--- config.mk ---
export PLATFORM = sky130hd
export DESIGN_NAME = host_port_front_end
export DESIGN_NICKNAME = d
export VERILOG_FILES = /design/src/logic/pin_sync.v /design/src/logic/host_port_front_end.v
export VERILOG_INCLUDE_DIRS = /design/src /design/src/logic
export SDC_FILE = /design/constraint.sdc
export NUM_CORES = 1
export LEC_CHECK = 0
export BUFFER_PORTS_ARGS = -buffer_cell sky130_fd_sc_hd__buf_4
export CAP_MARGIN = 25
export CORE_AREA = 2 2 108 110
export DETAILED_ROUTE_END_ITERATION = 12
export DIE_AREA = 0 0 110 112
export PLACE_DENSITY = 0.75
export REMOVE_ABC_BUFFERS = 1
export SLEW_MARGIN = 20
export SYNTH_ARGS = -nofsm -noshare
export SYNTH_HDL_FRONTEND = slang
export SYNTH_HIERARCHICAL = 1
export SYNTH_SLANG_ARGS = --single-unit
--- constraint.sdc ---
create_clock -name ref_clk -period 1.75 [get_ports ref_clk]
set_input_delay 0 -clock ref_clk [delete_from_list [all_inputs] [get_ports ref_clk]]
set_output_delay 0 -clock ref_clk [all_outputs]
set_load 0.01 [all_outputs]
--- src/logic/host_port_consts.vh ---
// constants for the host port front end
`ifndef HOST_PORT_CONSTS_VH
`define HOST_PORT_CONSTS_VH
`define HP_DATA_W 16
`define HP_ADDR_W 20
`define HP_LO_MSB 7
`define HP_HI_LSB 8
`define HP_HI_MSB 15
`define HP_SEL_ADDR 2'h0
`define HP_SEL_CTRL 2'h1
`define HP_SEL_DATA 2'h2
`define HP_RST_BIT 0
`define HP_CTRL_RESET 16'h0001
`define HP_ZERO16 16'h0000
`define HP_ONES16 16'hFFFF
`define HP_SYNC_PINS 5
`define HP_ZERO20 20'h00000
`endif

--- src/logic/pin_sync.v ---
// three-stage synchroniser with agreement filter for one pin
`default_nettype none
module pin_sync (
  input wire ref_clk,
  input wire rst_n,
  input wire init,
  input wire pin,
  output reg level
);
  reg s1;
  reg s2;
  reg s3;
  // s1 feeds only s2; a change counts once s2 and s3 agree
  always @(posedge ref_clk or negedge rst_n) begin
    if (!rst_n) begin
      s1 <= 1'b0;
      s2 <= 1'b0;
      s3 <= 1'b0;
      level <= 1'b0;
    end else begin
      s1 <= pin;
      s2 <= s1;
      s3 <= s2;
      if (s2 == s3) begin
        level <= s3;
      end
    end
  end
  wire unused_init = init;
endmodule
`default_nettype wire

--- src/logic/host_port_front_end.v ---
// host port front end: mode, strobes, latching, register select, byte lanes
`include "host_port_consts.vh"
`default_nettype none
module host_port_front_end #(
  parameter [1:0] sel_addr = `HP_SEL_ADDR,
  parameter [1:0] sel_ctrl = `HP_SEL_CTRL,
  parameter [1:0] sel_data = `HP_SEL_DATA,
  parameter reuse_pins = 1'b0
) (
  input wire ref_clk,
  input wire rst_n,
  input wire mux_select_pin,
  input wire port_select_n,
  input wire data_strobe_a,
  input wire data_strobe_b,
  input wire addr_strobe_n,
  input wire read_not_write,
  input wire [1:0] reg_select,
  input wire [1:0] byte_lane_enable_n,
  input wire [19:0] direct_addr_in,
  input wire [15:0] host_data_in,
  input wire reset_gate_pin,
  input wire [15:0] mem_read_data,
  output reg [15:0] host_data_out,
  output reg [15:0] host_data_oe,
  output reg [19:0] mem_addr,
  output reg [15:0] mem_write_data,
  output reg [1:0] mem_write_lanes,
  output reg mem_write,
  output reg mem_read,
  output reg [15:0] host_addr_reg,
  output reg [15:0] host_ctrl_reg,
  output reg dsp_reset_hold
);
  // only the strobe, select, mode and gate pins pass the three-flop filter; bus and control values are sampled only
  // once the strobe has settled, so the wide buses need no filtering
  // address strobe enters inverted so its idle level matches the flop reset:
  // no false fall right after reset
  wire [4:0] raw_pins = {reset_gate_pin, mux_select_pin, port_select_n ^ 1'b1,
                         data_strobe_a ~^ data_strobe_b, ~addr_strobe_n};
  wire [4:0] sync_pins;
  genvar g;
  generate
    for (g = 0; g < `HP_SYNC_PINS; g = g + 1) begin : sync
      pin_sync u_sync (
        .ref_clk(ref_clk),
        .rst_n(rst_n),
        .init(1'b0),
        .pin(raw_pins[g]),
        .level(sync_pins[g])
      );
    end
  endgenerate
  wire gate_level = sync_pins[4];
  wire mode_direct = sync_pins[3];
  wire selected = sync_pins[2];
  wire strobe_xnor = sync_pins[1];
  wire as_level = sync_pins[0];
  // active high internal strobe, only while the port is selected
  wire access = selected & ~strobe_xnor;
  reg access_d;
  reg as_d;
  wire access_fall = access & ~access_d;
  wire access_rise = ~access & access_d;
  wire as_fall = as_level & ~as_d;
  // latched control
  reg [1:0] lat_sel;
  reg [1:0] lat_be_n;
  reg lat_rnw;
  reg as_seen;
  wire [1:0] eff_sel = mode_direct ? {1'b1, reg_select[0]} : reg_select;
  function [1:0] decode;
    input [1:0] sel;
    input direct;
    begin
      if (direct) begin
        decode = sel[0] ? sel_data : sel_ctrl;
      end else begin
        decode = sel;
      end
    end
  endfunction
  wire [19:0] direct_word = reuse_pins ?
    {direct_addr_in[19:3], addr_strobe_n, reg_select[1], direct_addr_in[0]} :
    direct_addr_in;
  wire [1:0] cur_kind = decode(lat_sel, mode_direct);
  wire [1:0] fall_kind = decode(eff_sel, mode_direct);
  wire [15:0] lane_mask = {{8{~lat_be_n[1]}}, {8{~lat_be_n[0]}}};
  always @(posedge ref_clk or negedge rst_n) begin
    if (!rst_n) begin
      access_d <= 1'b0;
      as_d <= 1'b0;
      lat_sel <= 2'h0;
      lat_be_n <= 2'h0;
      lat_rnw <= 1'b1;
      as_seen <= 1'b0;
      host_data_out <= `HP_ZERO16;
      host_data_oe <= `HP_ZERO16;
      mem_addr <= `HP_ZERO20;
      mem_write_data <= `HP_ZERO16;
      mem_write_lanes <= 2'h0;
      mem_write <= 1'b0;
      mem_read <= 1'b0;
      host_addr_reg <= `HP_ZERO16;
      host_ctrl_reg <= `HP_CTRL_RESET;
      dsp_reset_hold <= 1'b0;
    end else begin
      access_d <= access;
      as_d <= as_level;
      mem_write <= 1'b0;
      mem_read <= 1'b0;
      // multiplexed with address strobe: control latched on its fall
      if (!mode_direct && as_fall) begin
        lat_sel <= reg_select;
        lat_be_n <= byte_lane_enable_n;
        lat_rnw <= read_not_write;
        as_seen <= 1'b1;
      end
      if (access_fall) begin
        // address strobe held high by the host means latch here instead
        if (mode_direct || !as_seen) begin
          lat_sel <= eff_sel;
          lat_be_n <= byte_lane_enable_n;
          lat_rnw <= read_not_write;
        end
        if (mode_direct) begin
          mem_addr <= direct_word;
        end else begin
          mem_addr <= {4'h0, host_addr_reg};
        end
        if ((mode_direct || !as_seen) ? read_not_write : lat_rnw) begin
          mem_read <= ((mode_direct || !as_seen) ? fall_kind : cur_kind) == sel_data;
        end
      end
      // read data drive: full word except data reads, byte lanes there
      // the latch edge itself still holds the previous direction: wait one cycle
      if (access && !access_fall && lat_rnw) begin
        case (cur_kind)
          sel_addr: host_data_out <= host_addr_reg;
          sel_ctrl: host_data_out <= host_ctrl_reg;
          default: host_data_out <= mem_read_data;
        endcase
        host_data_oe <= (cur_kind == sel_data) ? lane_mask : `HP_ONES16;
      end else begin
        host_data_oe <= `HP_ZERO16;
      end
      if (access_rise) begin
        as_seen <= 1'b0;
        if (!lat_rnw) begin
          case (cur_kind)
            sel_addr: begin
              if (!mode_direct) begin
                host_addr_reg <= host_data_in;
              end
            end
            sel_ctrl: host_ctrl_reg <= host_data_in;
            default: begin
              // 10 writes the low byte, 01 the high byte
              mem_write_data <= host_data_in;
              mem_write_lanes <= ~lat_be_n;
              mem_write <= 1'b1;
            end
          endcase
        end
      end
      // gating pin low masks the reset bit so an unreachable register can't lock
      dsp_reset_hold <= gate_level & host_ctrl_reg[`HP_RST_BIT];
    end
  end
endmodule
`default_nettype wire

==> flow_metrics.py <==
metrics = {
    "outcome": {
        "outcome": "complete, no violations",
    },
    "critical_path": {
        "crit_path_max_fanout": 16,
        "cp.arrival_ps": 1960,
        "critical_path.slowest_cell": "sky130_fd_sc_hd__dfrtp_1",
        "start_kind": "flop",
        "endpoint_kind": "flop",
        "crit_required_ps": 2030,
        "cpPeakStageDelay_ps": 490,
        "cp_cell_sequence": "nor3_4, nand4_4, mux2_2",
        "worstSetupPathType": "reg2reg",
    },
    "drt": {
        "m1WireLength_um": 5600,
        "dr.max_layer_used": "met4",
        "drt_first_pass_iters": 6,
        "first_iter_violations": 150,
        "drt_drc_violations_left": 0,
        "dr_wl_met2_um": 6860,
        "via_per_inst": 5.09,
        "drt.antenna.violating_nets": 0,
        "total_wire_length_um": 13600,
        "wl_per_cell_um": 17.6,
        "total_via_count_after_detailed_routing": 3922,
        "met3WireLength_um": 936,
    },
    "timing": {
        "clk_skew_ps": 10.3,
        "slew_violations": 0,
        "grt_setup_unrepaired": "yes",
        "max_slew.worst_pin.slew_ps": 418,
        "timing.max_slew.rel_slack_pct": 72.1,
        "timing.fmax_mhz": 597,
        "min_period_over_period_pct": 95.8,
        "finalWorstPathRequiredPeriod_ps": 1680,
        "fin_tns_setup_ps": 0,
        "layout_setup_ws_ps": 74.0,
        "setup_viol_count_final": 0,
        "hold_vio_cnt_final": 0,
    },
    "yosys": {
        "synthesis.area_um2": 4940,
        "syn_inst": 377,
        "yosys_warnings": 6,
        "mean_post_synth_cell_area_um2": 13.1,
    },
    "global_route": {
        "first_global_vias": 4060,
        "grt_remaining_overflow": 0,
        "grt_start_max_net_pins": 71,
        "antenna_found_initial": 0,
        "gr-usage-all-layers_pct": 22.7,
        "first_pass_grt_wire_length_um": 21000,
    },
    "clocking": {
        "cts-buffers-inserted": 17,
        "post_cts.repair.setup_buffers": 0,
        "cts_tree": "built",
        "cts_sinks": 119,
        "insertion_delay_ps": 400,
        "clkTransAtPathRegs_ps": 60,
        "ctsRootBufferMaster": "sky130_fd_sc_hd__clkbuf_16",
        "h_tree_lvl_count": 4,
        "cts-root-to-sink-buffers": 2,
    },
    "pwr": {
        "lkg_pwr_uw": 0.00362,
        "clock_power_share_pct": 30.2,
        "cell_pwr_density_nw_per_um2": 1710,
        "seqPwrFrac_pct": 36.0,
        "vdd.ir_drop.worst_v": 0.000896,
        "total_power_uw": 13200,
        "switching_power_of_the_nets_uw": 4080,
        "internal_power_consumption_uw": 9090,
        "comb_power_share_pct": 33.8,
        "sw_frac_of_total_pct": 31.0,
    },
    "min_path": {
        "min-delay-path-class": "in2async",
    },
    "floorplan": {
        "die_h_um": 112,
        "floorplan.core_area_um2": 11200,
        "start_util_pct": 44.3,
        "io_pins": 170,
        "die-area_um2": 12300,
        "rows": 39,
        "die_w_um": 110,
    },
    "layout": {
        "layout-area-overhead-vs-synth_pct": 55.5,
        "fill_cells": 810,
        "post-route-cell-area_um2": 7690,
        "antenna_cells": 0,
        "drive_gt1_share_pct": 46.7,
        "largest_register_ffs": 20,
        "largest-register": "mem_addr",
        "final_net_count": 679,
    },
    "placed_design": {
        "gp_routability_congestion": 0.769,
        "portBuffers": 169,
        "post-place-ws_ps": 68.0,
        "placed_area_um2": 6360,
        "place.detailed.hpwl_um": 8840,
    },
    "flow_run": {
        "timing.max_cap.violations": 0,
    },
}
-- timing repair --
item | 4_1_cts | 5_1_grt
hold buffers | 64 | 0
gates resized for setup | 0 | 2
setup endpoints to repair | 0 | 19
hold endpoints to repair | 213 | 0
-- worst max-delay path: cells and delay by family (launching register included) --
kind             cells  cell delay, ps
AND/OR/NAND/NOR      2             650
flip-flops           1             490
multiplexers         1             410
-- layer usage --
layer / track usage, % / up-vias
li1: - / 1797
met1: 28.4 / 1953
met2: 37.7 / 156
met3: 6.73 / 16
met4: 7.17 / 0
met5: 0 / -
-- power groups by stage --
| stage | Clock (µW) | Combinational [µW] | Sequential, µW |
|---|---|---|---|
| floorplan | 0 | 1500 | 5070 |
| global placement | 0 | 4220 | 4680 |
| detailed placement | 0 | 4320 | 4760 |
| CTS | 4020 | 4470 | 4730 |
| global route | 4160 | 4790 | 4880 |
| finish | 3980 | 4450 | 4740 |
-- through the flow --
stage / std cells / utilization, % / hold WS, ps
detailed placement: 674 / 56.9 / -87.7
global route: 770 / 68.8 / 62.8
finish: 770 / 68.8 / 29.3
global placement: 674 / 56.9 / -91.8
CTS: 770 / 68.7 / 37.4
floorplan: 340 / - / -296
-- path summary, 6_finish.rpt --
kind	from	to	slack (ps)	cells after the start
min reg2reg	sync[0].u_sync/s1	sync[0].u_sync/s2	340	0
min	rst_n	sync[3].u_sync/s1	30	2
min in group ref_clk	mux_select_pin	sync[3].u_sync/s1	230	2
max in group asynchronous	rst_n	lat_rnw	1030	3
max reg2reg	lat_sel[0]	host_addr_reg[1]	70	3
max	lat_sel[0]	host_addr_reg[1]	70	3
-- layout make-up --
cell class	count	area [µm²]	share of cell area [%]
Clock buffer	21	460	5.99
Multi-Input combinational cell	214	1710	22.3
Tap cell	143	179	2.33
Sequential cell	119	2980	38.8
Inverter	7	26.3	0.342
Timing Repair Buffer	255	2110	27.5
Clock inverter	11	219	2.85
-- layout by cell type, fill, tap and decap left out, types with 2 or more instances in the layout --
| cell | instances |
|---|---|
| sky130_fd_sc_hd__buf_4 | 188 |
| sky130_fd_sc_hd__dfrtp_1 | 116 |
| sky130_fd_sc_hd__dlygate4sd3_1 | 64 |
| sky130_fd_sc_hd__mux2_2 | 45 |
| sky130_fd_sc_hd__o21ai_0 | 32 |
| sky130_fd_sc_hd__nand2_1 | 24 |
| sky130_fd_sc_hd__nor2_1 | 18 |
| sky130_fd_sc_hd__mux2i_1 | 18 |
| sky130_fd_sc_hd__clkbuf_16 | 17 |
| sky130_fd_sc_hd__a22oi_1 | 16 |
| sky130_fd_sc_hd__a31oi_1 | 16 |
| sky130_fd_sc_hd__mux2_4 | 8 |
| sky130_fd_sc_hd__inv_1 | 7 |
| sky130_fd_sc_hd__bufinv_16 | 6 |
| sky130_fd_sc_hd__maj3_2 | 5 |
| sky130_fd_sc_hd__nand3_1 | 4 |
| sky130_fd_sc_hd__a21o_1 | 3 |
| sky130_fd_sc_hd__buf_12 | 3 |
| sky130_fd_sc_hd__nor3b_2 | 2 |
| sky130_fd_sc_hd__nand2b_1 | 2 |
| sky130_fd_sc_hd__a21boi_0 | 2 |
| sky130_fd_sc_hd__a21oi_1 | 2 |
| sky130_fd_sc_hd__clkbuf_8 | 2 |
| sky130_fd_sc_hd__clkbuf_1 | 2 |
| sky130_fd_sc_hd__clkinv_4 | 2 |
| sky130_fd_sc_hd__dfstp_2 | 2 |
(Power assumes the default switching activity.)
